===== src/hw/acc_pkg.sv =====
// Constants for the conversion result calibration block
package acc_pkg;

    // ********************************************************
    // Bus widths
    // ********************************************************
    localparam int ADDR_W = 16;
    localparam int DATA_W = 32;
    localparam int STRB_W = 4;

    // ********************************************************
    // Register byte addresses
    // ********************************************************
    localparam logic [15:0] TEMP_OFS_ADDR = 16'h223c;
    localparam logic [15:0] GAIN9_ADDR = 16'h2298;
    localparam logic [15:0] OFS9_ADDR = 16'h22d0;
    localparam logic [15:0] RESULT_ADDR = 16'h2400;
    localparam logic [15:0] CTRL_ADDR = 16'h2404;
    localparam logic [15:0] STAT_ADDR = 16'h2408;

    // ********************************************************
    // Field layouts
    // ********************************************************
    localparam int CAL_W = 15;
    localparam int RAW_W = 16;
    localparam int FRAC_W = 14;
    localparam int QTR_W = 2;
    localparam int SUM_W = 20;
    localparam int PGA_W = 3;
    localparam int CTRL_EN_BIT = 0;
    localparam int STAT_NEW_BIT = 0;
    localparam int STAT_ZGAIN_BIT = 1;

    // ********************************************************
    // Reset values and codes
    // ********************************************************
    localparam logic [14:0] GAIN_RST = 15'h4000;
    localparam logic [14:0] OFS_RST = 15'h0000;
    localparam logic [14:0] GAIN_ZERO = 15'h0000;
    localparam logic [0:0] CTRL_EN_RST = 1'h1;
    localparam logic [2:0] PGA_GAIN_NINE = 3'h4;
    localparam logic [15:0] RES_MAX = 16'hffff;
    localparam logic [15:0] RES_MIN = 16'h0000;

endpackage : acc_pkg


===== src/hw/acc_top.sv =====
// Calibration registers and result correction behind an APB slave
// ************************************************************
// ************************************************************
`timescale 1ns/1ps
module acc_top
    import acc_pkg::*;
(
    input wire logic pclk,
    input wire logic presetn,
    input wire logic psel,
    input wire logic penable,
    input wire logic pwrite,
    input wire logic [acc_pkg::ADDR_W-1:0] paddr,
    input wire logic [acc_pkg::DATA_W-1:0] pwdata,
    input wire logic [acc_pkg::STRB_W-1:0] pstrb,
    output logic [acc_pkg::DATA_W-1:0] prdata,
    output logic pready,
    output logic pslverr,
    input wire logic raw_valid,
    input wire logic [acc_pkg::RAW_W-1:0] raw_result,
    input wire logic raw_is_temp,
    input wire logic raw_is_tia,
    input wire logic [acc_pkg::PGA_W-1:0] programmable_gain_amp,
    output logic result_valid,
    output logic [acc_pkg::RAW_W-1:0] conversion_result
);

    // ********************************************************
    // Address decode
    // ********************************************************
    wire setup_phase;
    wire access_phase;
    wire wr_access;
    wire hit_temp_ofs;
    wire hit_gain9;
    wire hit_ofs9;
    wire hit_result;
    wire hit_ctrl;
    wire hit_stat;
    wire hit_any;

    assign setup_phase = psel & ~penable;
    assign access_phase = psel & penable;
    assign wr_access = access_phase & pwrite & hit_any;
    assign hit_temp_ofs = (paddr == TEMP_OFS_ADDR);
    assign hit_gain9 = (paddr == GAIN9_ADDR);
    assign hit_ofs9 = (paddr == OFS9_ADDR);
    assign hit_result = (paddr == RESULT_ADDR);
    assign hit_ctrl = (paddr == CTRL_ADDR);
    assign hit_stat = (paddr == STAT_ADDR);
    assign hit_any = hit_temp_ofs | hit_gain9 | hit_ofs9
                   | hit_result | hit_ctrl | hit_stat;

    // ********************************************************
    // Byte lane merge
    // ********************************************************
    wire [DATA_W-1:0] lane_mask;

    genvar gi;
    generate
        for (gi = 0; gi < STRB_W; gi++) begin : g_lane
            assign lane_mask[gi*8 +: 8] = {8{pstrb[gi]}};
        end
    endgenerate

    function automatic logic [CAL_W-1:0] merge_cal(
        input logic [CAL_W-1:0] old,
        input logic [DATA_W-1:0] wdata,
        input logic [DATA_W-1:0] mask
    );
        logic [DATA_W-1:0] full;
        full = ({17'h0, old} & ~mask) | (wdata & mask);
        return full[CAL_W-1:0];
    endfunction : merge_cal

    // ********************************************************
    // Calibration registers
    // ********************************************************
    logic [CAL_W-1:0] temp_sensor_offset_cal_ff;
    logic [CAL_W-1:0] aux_gain_cal_pga_nine_ff;
    logic [CAL_W-1:0] aux_offset_cal_pga_nine_ff;
    logic corr_en_ff;
    wire [CAL_W-1:0] nxt_temp_ofs;
    wire [CAL_W-1:0] nxt_gain9;
    wire [CAL_W-1:0] nxt_ofs9;
    wire nxt_corr_en;

    assign nxt_temp_ofs = merge_cal(temp_sensor_offset_cal_ff,
                                    pwdata, lane_mask);
    assign nxt_gain9 = merge_cal(aux_gain_cal_pga_nine_ff,
                                 pwdata, lane_mask);
    assign nxt_ofs9 = merge_cal(aux_offset_cal_pga_nine_ff,
                                pwdata, lane_mask);
    assign nxt_corr_en = pstrb[0] ? pwdata[CTRL_EN_BIT] : corr_en_ff;

    // ********************************************************
    // Register write strobes
    // ********************************************************
    wire wr_temp_ofs;
    wire wr_gain9;
    wire wr_ofs9;
    wire wr_ctrl;

    assign wr_temp_ofs = wr_access & hit_temp_ofs;
    assign wr_gain9 = wr_access & hit_gain9;
    assign wr_ofs9 = wr_access & hit_ofs9;
    assign wr_ctrl = wr_access & hit_ctrl;

    always_ff @(posedge pclk or negedge presetn) begin
        if (!presetn) begin
            temp_sensor_offset_cal_ff <= OFS_RST;
        end else if (wr_temp_ofs) begin
            temp_sensor_offset_cal_ff <= nxt_temp_ofs;
        end
    end

    always_ff @(posedge pclk or negedge presetn) begin
        if (!presetn) begin
            aux_gain_cal_pga_nine_ff <= GAIN_RST;
        end else if (wr_gain9) begin
            aux_gain_cal_pga_nine_ff <= nxt_gain9;
        end
    end

    always_ff @(posedge pclk or negedge presetn) begin
        if (!presetn) begin
            aux_offset_cal_pga_nine_ff <= OFS_RST;
        end else if (wr_ofs9) begin
            aux_offset_cal_pga_nine_ff <= nxt_ofs9;
        end
    end

    always_ff @(posedge pclk or negedge presetn) begin
        if (!presetn) begin
            corr_en_ff <= CTRL_EN_RST[0];
        end else if (wr_ctrl) begin
            corr_en_ff <= nxt_corr_en;
        end
    end

    // ********************************************************
    // Calibration pair selection
    // ********************************************************
    wire pga_is_nine;
    wire sel_temp;
    wire sel_aux9;
    wire [CAL_W-1:0] use_offset;
    wire [CAL_W-1:0] use_gain;

    assign pga_is_nine = (programmable_gain_amp == PGA_GAIN_NINE);
    assign sel_temp = corr_en_ff & raw_is_temp;
    assign sel_aux9 = corr_en_ff & ~raw_is_temp & ~raw_is_tia
                    & pga_is_nine;
    assign use_offset = sel_temp ? temp_sensor_offset_cal_ff :
                        sel_aux9 ? aux_offset_cal_pga_nine_ff :
                        OFS_RST;
    assign use_gain = sel_aux9 ? aux_gain_cal_pga_nine_ff :
                      GAIN_RST;

    // ********************************************************
    // Correction arithmetic
    // ********************************************************
    wire corr_valid;
    wire [RAW_W-1:0] corr_result;
    wire corr_zero_gain;

    acc_corr u_corr (
        .pclk(pclk),
        .presetn(presetn),
        .in_valid(raw_valid),
        .raw(raw_result),
        .offset(use_offset),
        .gain(use_gain),
        .out_valid(corr_valid),
        .result(corr_result),
        .zero_gain(corr_zero_gain)
    );

    // ********************************************************
    // Corrected result holding register
    // ********************************************************
    logic [RAW_W-1:0] result_ff;
    logic result_valid_ff;

    always_ff @(posedge pclk or negedge presetn) begin
        if (!presetn) begin
            result_ff <= RES_MIN;
        end else if (corr_valid) begin
            result_ff <= corr_result;
        end
    end

    always_ff @(posedge pclk or negedge presetn) begin
        if (!presetn) begin
            result_valid_ff <= 1'b0;
        end else begin
            result_valid_ff <= corr_valid;
        end
    end

    assign result_valid = result_valid_ff;
    assign conversion_result = result_ff;

    // ********************************************************
    // Sticky status, write one to clear, set wins
    // ********************************************************
    logic new_result_ff;
    logic zero_gain_seen_ff;
    wire stat_clr_new;
    wire stat_clr_zero;
    wire nxt_new_result;
    wire nxt_zero_gain_seen;

    assign stat_clr_new = wr_access & hit_stat & pstrb[0]
                        & pwdata[STAT_NEW_BIT];
    assign stat_clr_zero = wr_access & hit_stat & pstrb[0]
                         & pwdata[STAT_ZGAIN_BIT];
    assign nxt_new_result = corr_valid
                          | (new_result_ff & ~stat_clr_new);
    assign nxt_zero_gain_seen = corr_zero_gain
                              | (zero_gain_seen_ff & ~stat_clr_zero);

    always_ff @(posedge pclk or negedge presetn) begin
        if (!presetn) begin
            new_result_ff <= 1'b0;
        end else begin
            new_result_ff <= nxt_new_result;
        end
    end

    always_ff @(posedge pclk or negedge presetn) begin
        if (!presetn) begin
            zero_gain_seen_ff <= 1'b0;
        end else begin
            zero_gain_seen_ff <= nxt_zero_gain_seen;
        end
    end

    // ********************************************************
    // Read data mux
    // ********************************************************
    wire [DATA_W-1:0] rd_temp_ofs;
    wire [DATA_W-1:0] rd_gain9;
    wire [DATA_W-1:0] rd_ofs9;
    wire [DATA_W-1:0] rd_result;
    wire [DATA_W-1:0] rd_ctrl;
    wire [DATA_W-1:0] rd_stat;
    wire [DATA_W-1:0] nxt_prdata;

    assign rd_temp_ofs = {17'h0, temp_sensor_offset_cal_ff};
    assign rd_gain9 = {17'h0, aux_gain_cal_pga_nine_ff};
    assign rd_ofs9 = {17'h0, aux_offset_cal_pga_nine_ff};
    assign rd_result = {16'h0, result_ff};
    assign rd_ctrl = {31'h0, corr_en_ff};
    assign rd_stat = {30'h0, zero_gain_seen_ff, new_result_ff};
    assign nxt_prdata = hit_temp_ofs ? rd_temp_ofs :
                        hit_gain9 ? rd_gain9 :
                        hit_ofs9 ? rd_ofs9 :
                        hit_result ? rd_result :
                        hit_ctrl ? rd_ctrl :
                        hit_stat ? rd_stat :
                        32'h0;

    // ********************************************************
    // Read data and error capture in the setup cycle
    // ********************************************************
    logic [DATA_W-1:0] prdata_ff;
    logic pslverr_ff;

    always_ff @(posedge pclk or negedge presetn) begin
        if (!presetn) begin
            prdata_ff <= 32'h0;
        end else if (setup_phase) begin
            prdata_ff <= pwrite ? 32'h0 : nxt_prdata;
        end
    end

    // ********************************************************
    // Unmapped address flag, captured in the setup cycle
    // ********************************************************
    always_ff @(posedge pclk or negedge presetn) begin
        if (!presetn) begin
            pslverr_ff <= 1'b0;
        end else if (setup_phase) begin
            pslverr_ff <= ~hit_any;
        end
    end

    // ********************************************************
    // APB answer, no wait states
    // ********************************************************
    assign pready = 1'b1;
    assign prdata = prdata_ff;
    assign pslverr = pslverr_ff & access_phase;

endmodule : acc_top


===== src/hw/acc_corr.sv =====
// Offset and gain correction arithmetic for one raw result
`timescale 1ns/1ps
module acc_corr
    import acc_pkg::*;
(
    input wire logic pclk,
    input wire logic presetn,
    input wire logic in_valid,
    input wire logic [acc_pkg::RAW_W-1:0] raw,
    input wire logic [acc_pkg::CAL_W-1:0] offset,
    input wire logic [acc_pkg::CAL_W-1:0] gain,
    output logic out_valid,
    output logic [acc_pkg::RAW_W-1:0] result,
    output logic zero_gain
);

    // ********************************************************
    // Offset in quarter steps
    // ********************************************************
    wire signed [SUM_W-1:0] raw_q;
    wire signed [SUM_W-1:0] ofs_ext;
    wire signed [SUM_W-1:0] sum;
    assign raw_q = $signed({2'h0, raw, 2'h0});
    assign ofs_ext = $signed({{(SUM_W-CAL_W){offset[CAL_W-1]}},
                              offset});
    assign sum = raw_q + ofs_ext;

    // ********************************************************
    // Gain with fourteen fraction bits
    // ********************************************************
    wire signed [SUM_W+CAL_W:0] prod;
    wire signed [SUM_W-1:0] scaled;
    wire gain_is_zero;
    wire [RAW_W-1:0] nxt_result;
    assign prod = sum * $signed({1'b0, gain});
    assign scaled = prod[SUM_W+CAL_W:FRAC_W+QTR_W];
    assign gain_is_zero = (gain == GAIN_ZERO);
    assign nxt_result = gain_is_zero ? RES_MIN :
                        scaled[SUM_W-1] ? RES_MIN :
                        (|scaled[SUM_W-2:RAW_W]) ? RES_MAX :
                        scaled[RAW_W-1:0];

    // ********************************************************
    // Output stage
    // ********************************************************
    logic out_valid_ff;
    logic [RAW_W-1:0] result_ff;
    logic zero_gain_ff;

    always_ff @(posedge pclk or negedge presetn) begin
        if (!presetn) begin
            out_valid_ff <= 1'b0;
            result_ff <= RES_MIN;
            zero_gain_ff <= 1'b0;
        end else begin
            out_valid_ff <= in_valid;
            zero_gain_ff <= in_valid & gain_is_zero;
            if (in_valid) begin
                result_ff <= nxt_result;
            end
        end
    end

    assign out_valid = out_valid_ff;
    assign result = result_ff;
    assign zero_gain = zero_gain_ff;

endmodule : acc_corr


===== config.mk =====
export PLATFORM = sky130hd
export DESIGN_NAME = acc_top
export DESIGN_NICKNAME = d
export VERILOG_FILES = /design/src/hw/acc_pkg.sv /design/src/hw/acc_top.sv /design/src/hw/acc_corr.sv
export SDC_FILE = /design/constraint.sdc
export NUM_CORES = 1
export LEC_CHECK = 0
export BUFFER_PORTS_ARGS = -buffer_cell sky130_fd_sc_hd__buf_2
export CAP_MARGIN = 20
export CORE_UTILIZATION = 45
export DETAILED_ROUTE_END_ITERATION = 12
export PLACE_DENSITY = 0.66
export SYNTH_ARGS = -nofsm -noshare
export SYNTH_HDL_FRONTEND = slang
export SYNTH_HIERARCHICAL = 1
export SYNTH_SLANG_ARGS = --single-unit

===== constraint.sdc =====
create_clock -name pclk -period 9.65 [get_ports pclk]
set_input_delay 1.93 -clock pclk [delete_from_list [all_inputs] [get_ports pclk]]
set_output_delay 1.93 -clock pclk [all_outputs]
set_load 0.05 [all_outputs]

== Word level (Yosys, flattened, before mapping) ==
Cells that the tools add are included.
Word-level totals
  flip-flop bits (word level): 116
  bits of input ports: 79
  output and inout port bits: 51
  word-level logic and storage cells: 79
Cells by class
  add/subtract/negate cells: 1
  multipliers: 1
  equal/unequal tests: 7
  multiplexer cells: 13
  bitwise logic cells: 41
  reduce and logical (&&, ||, !) cells: 3
Operators with widths (number)
  $mux W16: 8
  $eq A16 B14 Y1 const B: 6
  $and A15 B15 Y15: 4
  $mux W15: 3
  $or A15 B15 Y15: 3
  $mul A20 B16 Y36: 1
  $add A19 B15 Y20: 1
  $and A1 B1 Y1: 20
  $logic_not A15 Y1: 1
  $not A15 Y15: 1
  $or A1 B1 Y1: 7
  $not A1 Y1: 6
  $mux W2: 2
  $eq A3 B3 Y1 const B: 1
  $reduce_or A3 Y1: 1
  $reduce_and A2 Y1: 1

== Longest topological paths before layout ==
Gate-level depths: netlist of the first run.
  depth in word-level cells: 13
  gate-level depth with buffers: 41
  depth with buffers taken out: 37

== Cells and area by module ==
The synthesis of the first run kept the hierarchy.
Modules (own cells, without submodules)
  acc_corr: instances 1, cells an instance 1492, area each 13095.1 sq um, seq. area each 450.4 sq um
  acc_top: instances 1, cells an instance 346, area each 4159.0 sq um, seq. area each 2054.5 sq um

== Worst setup path before layout of the first run ==
OpenSTA, ideal clock, no wires.
  path type: input-to-reg
  from: in raw_is_tia
  to: reg u_corr.result_ff[10] (netlist: u_corr/result[10])
  library setup time: 0.126 ns
  arrival time: 11.064 ns
  required time: 9.524 ns
  path slack: -1.540 ns
  stages: 37
  path buffers: 4
  path through: or4b_1 -> nor3b_1 -> clkbuf_1 -> a22o_1 -> ha_1 -> a21o_1 -> a21oi_1 -> o21ai_1 -> a31o_2 -> a221oi_1 -> o41ai_1 -> a21oi_1 -> xnor2_1 -> clkbuf_1 -> and2_1 -> fa_1 -> inv_1 -> fa_1 -> clkbuf_1 -> xor2_1 -> xnor2_1 -> fa_1 -> fa_1 -> inv_1 -> fa_1 -> inv_1 -> ha_1 -> a21oi_1 -> o21ai_1 -> a31oi_1 -> o21bai_1 -> or4_1 -> o31ai_1 -> o32ai_1 -> o21a_4 -> buf_6 -> a221o_1
On the way
  word-level cells in the longest chain between the ends: 11
  elaborated cells on any way between the ends: 13
  those cells by class: add/sub: 1; mul: 1; mux: 6; bitwise: 3; reduce/logical: 2
RTL lines
  start: declaration: RTL line acc_top.sv:22  | input wire logic raw_is_tia,
  $not A1 Y1 (*): RTL line acc_top.sv:152  | assign sel_aux9 = corr_en_ff & ~raw_is_temp & ~raw_is_tia
  $and A1 B1 Y1 (*): RTL line acc_top.sv:152
  $and A1 B1 Y1 (*): RTL line acc_top.sv:153  | & pga_is_nine;
  $mux W15 (*): RTL line acc_top.sv:155  | sel_aux9 ? aux_offset_cal_pga_nine_ff :
  $mux W15 (*): RTL line acc_top.sv:154  | assign use_offset = sel_temp ? temp_sensor_offset_cal_ff :
  via use_offset[3]: RTL line acc_top.sv:147  | wire [CAL_W-1:0] use_offset;
  $add A19 B15 Y20 (*): RTL line acc_corr.sv:26  | assign sum = raw_q + ofs_ext;
  $mul A20 B16 Y36 (*): RTL line acc_corr.sv:35  | assign prod = sum * $signed({1'b0, gain});
  $reduce_or A3 Y1: RTL line acc_corr.sv:40  | (|scaled[SUM_W-2:RAW_W]) ? RES_MAX :
  $mux W16: RTL line acc_corr.sv:40
  $mux W16 (*): RTL line acc_corr.sv:39  | scaled[SUM_W-1] ? RES_MIN :
  $mux W16 (*): RTL line acc_corr.sv:38  | assign nxt_result = gain_is_zero ? RES_MIN :
  end signal: assignment: RTL line acc_corr.sv:59  | result_ff <= nxt_result;
  end: declaration: RTL line acc_corr.sv:47  | logic [RAW_W-1:0] result_ff;
The timed path passes the listed nets; every way through them passes the cells marked *.
A chain may end at the register's enable or synchronous reset.

== Worst setup path after layout of the first run ==
  from: in raw_is_tia
  to: reg u_corr.result_ff[2] (netlist: u_corr/result[2])
Same word-level chain as after synthesis.

==> metrics.yaml, run 1 <==
slowest_delay_ns: 0.57
critPathSlowestCell: "fa_1"
crit_top_cell: "fa_1"
die-width_um: 198
crit_fanout: 8
path_clk_slew_ns: 0.07
grtUsageMet3_pct: 2.83
setup_ws_ns: -0.637
n_antenna_cell: 0
via_per_inst: 5.34
arrival_ns: 10.50
initial_utilization_pct: 45.8
synth_top_cells_by_count: "353 x inv_1, 292 x fa_1, 211 x nand2_1, 123 x and2_1, 107 x ha_1"
avgSynthCellArea_um2: 9.39
drt_wl_total_um: 47700
wl_per_cell_um: 18.1
gp_congestion: 0.912
grtUsageTotal_pct: 25.4
layout-drive-gt1-share_pct: 26.9
htree_levels: 3
yosys_warnings: 6
critPathLaunch: "raw_is_tia"
cellLeakagePower_uw: 0.0104
synthFlopType: "dfrtp_1"
use_met2_pct: 43.0
grt.overflow.total: 0
ant_nets: 0
drc: 0
fmax_mhz: 97.2
fin_cells: 2631
grt_setup_unrepaired: "yes"
num_rows: 71
clk-insertion-delay-late_ns: 0.34
cts_inserted_buffers: 9
yosysTopAreaCell: "fa_1"
dieHeight_um: 198
antenna_found_initial: 0
synth_edf_count: 0
final_core_util_pct: 56.1
worstSetupStartpointType: "primary input"
setup_violations: 16
r2r_cells: 36
drt_pass1_iterations: 6
ys_async_sr_fraction_pct: 100
min_path_type: "reg2reg"
grt_pass1_vias: 14900
synth_top_cell_area_share_pct: 33.9
root_buffer: "clkbuf_16"
synth_area_leaders: "fa_1 34%, dfrtp_1 14%, ha_1 7.8%"
synth_area_mm2: 0.0173
syn_inst: 1838
ys_types: 89
coreArea_mm2: 0.0377
max_slew.worst_pin.slew_ns: 0.940
clk_path_buf_depth: 2
cts_num_sinks: 100
area_delta_synth_final_pct: 22.4
first_iter_violations: 764
grt_pass1_wl_um: 77900
outcome: "complete, but fails checks"
hpwlAfterDp_um: 38400
finalHoldViolCount: 0
cts_hold_buffers: 0
grt_most_used_layer: "met2"
period_needed_ns: 10.29
ff2ff_setup_slack_ns: 0.94
violations: "setup timing"
max-slew-margin-rel_pct: 37.3
ir_worst_vdd_uv: 106
endpoint: "u_corr/result[2]"
rr_endpoint: "u_corr/result[2]"
synth_most_common_cell: "inv_1"
grt_start_max_net_pins: 72
fp.dieArea_mm2: 0.0391
cts_tree: "yes"
reg2reg_from: "corr_en_ff"
use_met1_pct: 34.9
maxSlewViolCount: 0
crit_path_end_kind: "register"
skew_ns: 0.0109
pin_count: 130
port_buffers: 93
finalCritPeriodShare_pct: 107
synth_seq_cells: 100
synth_seq_area_share_pct: 14.5
vias: 14000
final_nets: 2593
power_density_mw_per_mm2: 48.7
crit_type: "in2reg"
critical_path_required_ns: 9.86
placed_cells: 2596
drv_cap: 0
==> what timing repair did <==
action | CTS | global route
cloned | 3 | 1
setup endpoints to repair | 16 | 16
pin swaps | 40 | 30
setup buffers | 8 | 8
gates resized for setup | 45 | 27
==> worst max-delay path, delay by kind of cell <==
family | cells | cell delay, ns
buffers and inverters | 9 | 0.73
AND/OR/NAND/NOR | 7 | 1.58
AO/OA/AOI/OAI | 13 | 2.44
adder cells (fa/ha/maj) | 9 | 3.81
==> metal layers <==
metal / vias up / share of wire [%]
met5: - / 0
met4: 0 / 2.3
li1: 6411 / -
met3: 68 / 5.6
met1: 7126 / 43
met2: 439 / 49
==> cells by family after synthesis <==
| group | synth area share [%] |
|---|---|
| buf+inv | 10.7 |
| xor+xnor | 2.39 |
| fa+ha+maj | 41.6 |
| other cells | 0.0435 |
| compound gates | 11.5 |
| flops | 14.5 |
| simple gates | 15.0 |
| mux | 4.25 |
==> cells in the final DEF, fill, tap and decap left out, types with 5 or more instances in the layout <==
cell / netlist / routed
a21o_1: 24 / 24
a21oi_1: 37 / 26
a21oi_2: 1 / 11
a221o_1: 18 / 18
a22o_1: 32 / 27
a22o_4: 0 / 5
a22oi_1: 27 / 27
a31oi_1: 19 / 19
and2_1: 123 / 118
and3_1: 21 / 19
buf_12: 0 / 13
buf_2: 8 / 91
buf_4: 18 / 245
buf_6: 2 / 9
clkbuf_16: 0 / 10
conb_1: 2 / 17
dfrtp_1: 98 / 98
fa_1: 292 / 284
fa_2: 0 / 8
ha_1: 107 / 88
ha_4: 0 / 18
inv_1: 353 / 342
inv_2: 1 / 12
mux2_2: 59 / 59
nand2_1: 211 / 209
nand2b_1: 16 / 16
nand4_1: 23 / 23
nor2_1: 18 / 16
nor2b_1: 17 / 16
nor3_1: 13 / 11
o21ai_0: 20 / 16
o21ai_1: 21 / 20
o22ai_1: 16 / 16
o311a_1: 8 / 7
xnor2_1: 36 / 35
xor2_1: 11 / 10
==> per-stage QoR <==
stage	power (µW)	setup TNS [ns]	hold WS (ns)	instance area (µm²)	worst slack (ns)
2_1_floorplan	592	-8.02	0.352	17700	-0.548
3_3_place_gp	684	-17.80	0.460	20300	-1.12
3_5_place_dp	686	-18.91	0.467	20300	-1.19
4_1_cts	1030	-9.24	0.483	20900	-0.604
5_1_grt	1060	-14.28	0.498	21100	-0.903
6_report	1030	-9.89	0.482	21100	-0.637
==> report_power, final <==
group,internal (µW),total (µW),leakage (µW),switching (µW)
clock network,177,338,0.000133,160
registers,435,454,0.00132,19.2
logic,87.3,236,0.00897,148
total,700,1030,0.0104,328
==> area by class of cell <==
| cell class | instances | area, µm² |
|---|---|---|
| Clock inverter | 6 | 47.5 |
| Fill cell | 3330 | 16600 |
| Inverter | 355 | 1330 |
| Clock buffer | 10 | 229 |
| Sequential cell | 100 | 2500 |
| Multi-Input combinational cell | 1288 | 13600 |
| Tap cell | 511 | 639 |
| Timing Repair Buffer | 361 | 2740 |
==> worst min path at each step <==
stage,startpoint,endpoint,slack (ns),cells after the start
4_1_cts,zero_gain_seen_ff,zero_gain_seen_ff,0.48,1
2_1_floorplan,u_corr/out_valid,result_valid,0.35,0
5_1_grt,u_corr/zero_gain,zero_gain_seen_ff,0.50,1
3_3_place_gp,zero_gain_seen_ff,zero_gain_seen_ff,0.46,1
6_report,zero_gain_seen_ff,zero_gain_seen_ff,0.48,1
3_5_place_dp,zero_gain_seen_ff,zero_gain_seen_ff,0.47,1
Note: power is estimated with default switching activity, not from simulation.
==> run 2, diff against run 1 <==
- CORE_UTILIZATION: 45 -> 33
- PLACE_DENSITY: 0.66 -> 0.52
==> run 2 against run 1 <==
  * The run still ends with setup timing left
  * Sequential cell count is the same
  * Combinational power is 3% higher
  * Core utilization is 14 points lower
  * Clock-buffer cell count unchanged
  * Via count is 0.69% lower
  * Clock skew down 0.0040 ns
  * Sequential share of layout area shrank 0.18 points
  * Hold slack better by 0.0023 ns
  * Cell count increased by 6.2%
  * Total power increased by 3.9%
  * Non-clock buffer count decreased by 6
  * Register-to-register slack got worse by 0.13 ns
  * Largest cell class unchanged
==> metrics.yaml, run 2 (synthesis results as in run 1) <==
grtUsageTotal_pct: 19.8  # -5.7 points
crit_fanout: 8  # unchanged
clk-insertion-delay-late_ns: 0.35  # about the same
port_buffers: 93  # unchanged
hpwlAfterDp_um: 41000  # +7.0%
dieHeight_um: 231  # +17%
layout-drive-gt1-share_pct: 26.8  # -0.11 points
violations: "setup timing"
max-slew-margin-rel_pct: 36.1  # -1.3 points
wl_per_cell_um: 18.2  # +0.42%
initial_utilization_pct: 33.5  # -12 points
ant_nets: 0  # unchanged
critPathSlowestCell: "fa_2"
critPathLaunch: "raw_is_tia"
cts_tree: "yes"
whs_endpoint: "zero_gain_seen_ff"
die-width_um: 231  # +17%
skew_ns: 0.00696  # -0.00397 ns
intPower_uw: 734  # +4.9%
power_density_mw_per_mm2: 49.8  # +2.3%
nFillCells: 5129  # +54%
grt_setup_unrepaired: "yes"
outcome: "complete, but fails checks"
setup_violations: 16  # unchanged
grt_pass1_vias: 14800  # -0.24%
pre_cts_slack_ns: -1.38  # -0.192 ns
ff2ff_setup_slack_ns: 0.81  # -0.13 ns
finalPower_uw: 1070  # +3.9%
holdPathStages: 1  # unchanged
placed_cells: 2752  # +6.0%
final_cell_area_mm2: 0.0214  # +1.6%
place_area_mm2: 0.0205  # +0.93%
cts_inserted_buffers: 9  # unchanged
finalHoldViolCount: 0  # unchanged
ir_worst_vdd_uv: 116  # +9.6%
grt.overflow.total: 0  # unchanged
via_per_inst: 4.99  # -6.5%
cellLeakagePower_uw: 0.0104  # +0.12%
layout_commonest_cell: "inv_1"
power.switching_uw: 334  # +1.7%
cp_top_family: "adder cells"
finalCritPeriodShare_pct: 108  # +1.0 points
fp.dieArea_mm2: 0.0532  # +36%
crit_path_end_kind: "register"
worstSetupStartpointType: "primary input"
multi_input_area_mm2: 0.0137  # +0.32%
root_buffer: "clkbuf_16"
grt_start_max_net_pins: 78  # +8.3%
fin_cells: 2794  # +6.2%
antenna_found_initial: 0  # unchanged
drc: 0  # unchanged
area_delta_synth_final_pct: 24.3
worstHoldStart: "zero_gain_seen_ff"
max_slew.worst_pin.slew_ns: 0.959  # +0.0189 ns
critical_path_required_ns: 9.88  # +0.02 ns
maxSlewViolCount: 0  # unchanged
switching_share_pct: 31.3  # -0.67 points
cp.buffers_inverters: 12  # +3
n_antenna_cell: 0  # unchanged
fmax_mhz: 96.3  # -0.97%
p_seq_share_pct: 42.3  # -1.9 points
period_needed_ns: 10.39  # +0.101 ns
drt_wl_total_um: 50800  # +6.6%
seqCellArea_mm2: 0.00250  # unchanged
htree_levels: 3  # unchanged
r2r_cells: 33  # -8.3%
drt_pass1_iterations: 6  # unchanged
crit_type: "in2reg"
pin_count: 130  # unchanged
p_clk_share_pct: 34.9  # +2.0 points
share_comb_of_total_power_pct: 22.8  # about the same
grt_pass1_wl_um: 82200  # +5.4%
first_iter_violations: 700  # -8.4%
arrival_ns: 10.62  # +0.12 ns
coreArea_mm2: 0.0515  # +37%
crit_top_cell: "buf_4"
setup_ws_ns: -0.738  # -0.101 ns
num_rows: 83  # +17%
gp_congestion: 0.854  # -6.3%
most-common-layout-cells: "344 x inv_1, 281 x fa_1, 231 x buf_4"
cts_hold_buffers: 0  # unchanged
slowest_delay_ns: 0.57  # about the same
min_path_type: "reg2reg"
reg2reg_from: "corr_en_ff"
cts_num_sinks: 100  # unchanged
clk_path_buf_depth: 2  # unchanged
vias: 13900  # -0.69%
rr_endpoint: "u_corr/result[9]"
final_nets: 2587  # -0.23%
drv_cap: 0  # unchanged
path_clk_slew_ns: 0.07  # about the same
## run 2: cell types whose count changed in the layout (fill, tap and decap cells not counted), sizes merged
cell / previous run / this run
buf: 359 / 354
clkinv: 4 / 2
clkbuf: 11 / 10
bufinv: 0 / 1
clkinvlp: 1 / 2
## run 2: how the worst max path moves through the flow
stage / end / slack, ns / cells past startpoint
detailed placement: u_corr/result[10] / -1.38 / 33
CTS: u_corr/result[3] / -0.78 / 36
floorplan: u_corr/result[10] / -0.55 / 37
global placement: u_corr/result[1] / -1.30 / 33
finish: u_corr/result[9] / -0.74 / 36
global route: u_corr/result[8] / -1.06 / 38
## run 2: worst reg2reg max path, delay by kind of cell, from the launching register on
| kind | cells | cell delay (ns) |
|---|---|---|
| simple gates | 7 | 1.52 |
| buf+inv | 10 | 1.24 |
| compound gates | 8 | 1.92 |
| flops | 1 | 0.60 |
| fa+ha+maj | 8 | 3.46 |
## run 2: cell type report
cell class / count / area share (%)
repair buffers: 355 / 13.0
multi-input cells: 1288 / 63.7
inverters: 355 / 6.21
clock buffers: 10 / 1.11
clock inverters: 6 / 0.327
well taps: 680 / 3.97
flip-flops and latches: 100 / 11.7
## run 2: what timing repair did
item,4_1_cts,5_1_grt
gates cloned,3,1
setup endpoints to repair,16,16
setup buffers,13,9
endpoints found under the hold margin,0,0
resized for setup,40,48
pin swaps,17,39
## run 2: power groups by stage
stage / clock network [µW] / registers, µW / logic [µW]
5_1_grt: 397 / 453 / 261
3_5_place_dp: 0 / 459 / 234
2_1_floorplan: 0 / 484 / 108
4_1_cts: 381 / 452 / 240
6_report: 372 / 452 / 243
3_3_place_gp: 0 / 460 / 232
## run 2: per-stage QoR
stage | hold WS, ns | util, % | TNS [ns]
3_3_place_gp | 0.463 | 39.7 | -20.75
6_report | 0.484 | 41.6 | -11.56
4_1_cts | 0.483 | 41.1 | -12.29
5_1_grt | 0.497 | 41.6 | -16.59
2_1_floorplan | 0.352 | - | -8.02
3_5_place_dp | 0.466 | 39.7 | -21.93
## run 2: per-layer routing
layer / vias up / wire length [µm] / track usage, %
li1: 6417 / - / -
met1: 7093 / 23100 / 27.6
met4: 0 / 1370 / 5.38
met2: 367 / 24000 / 32.2
met5: - / 0 / 0
met3: 70 / 2290 / 2.42
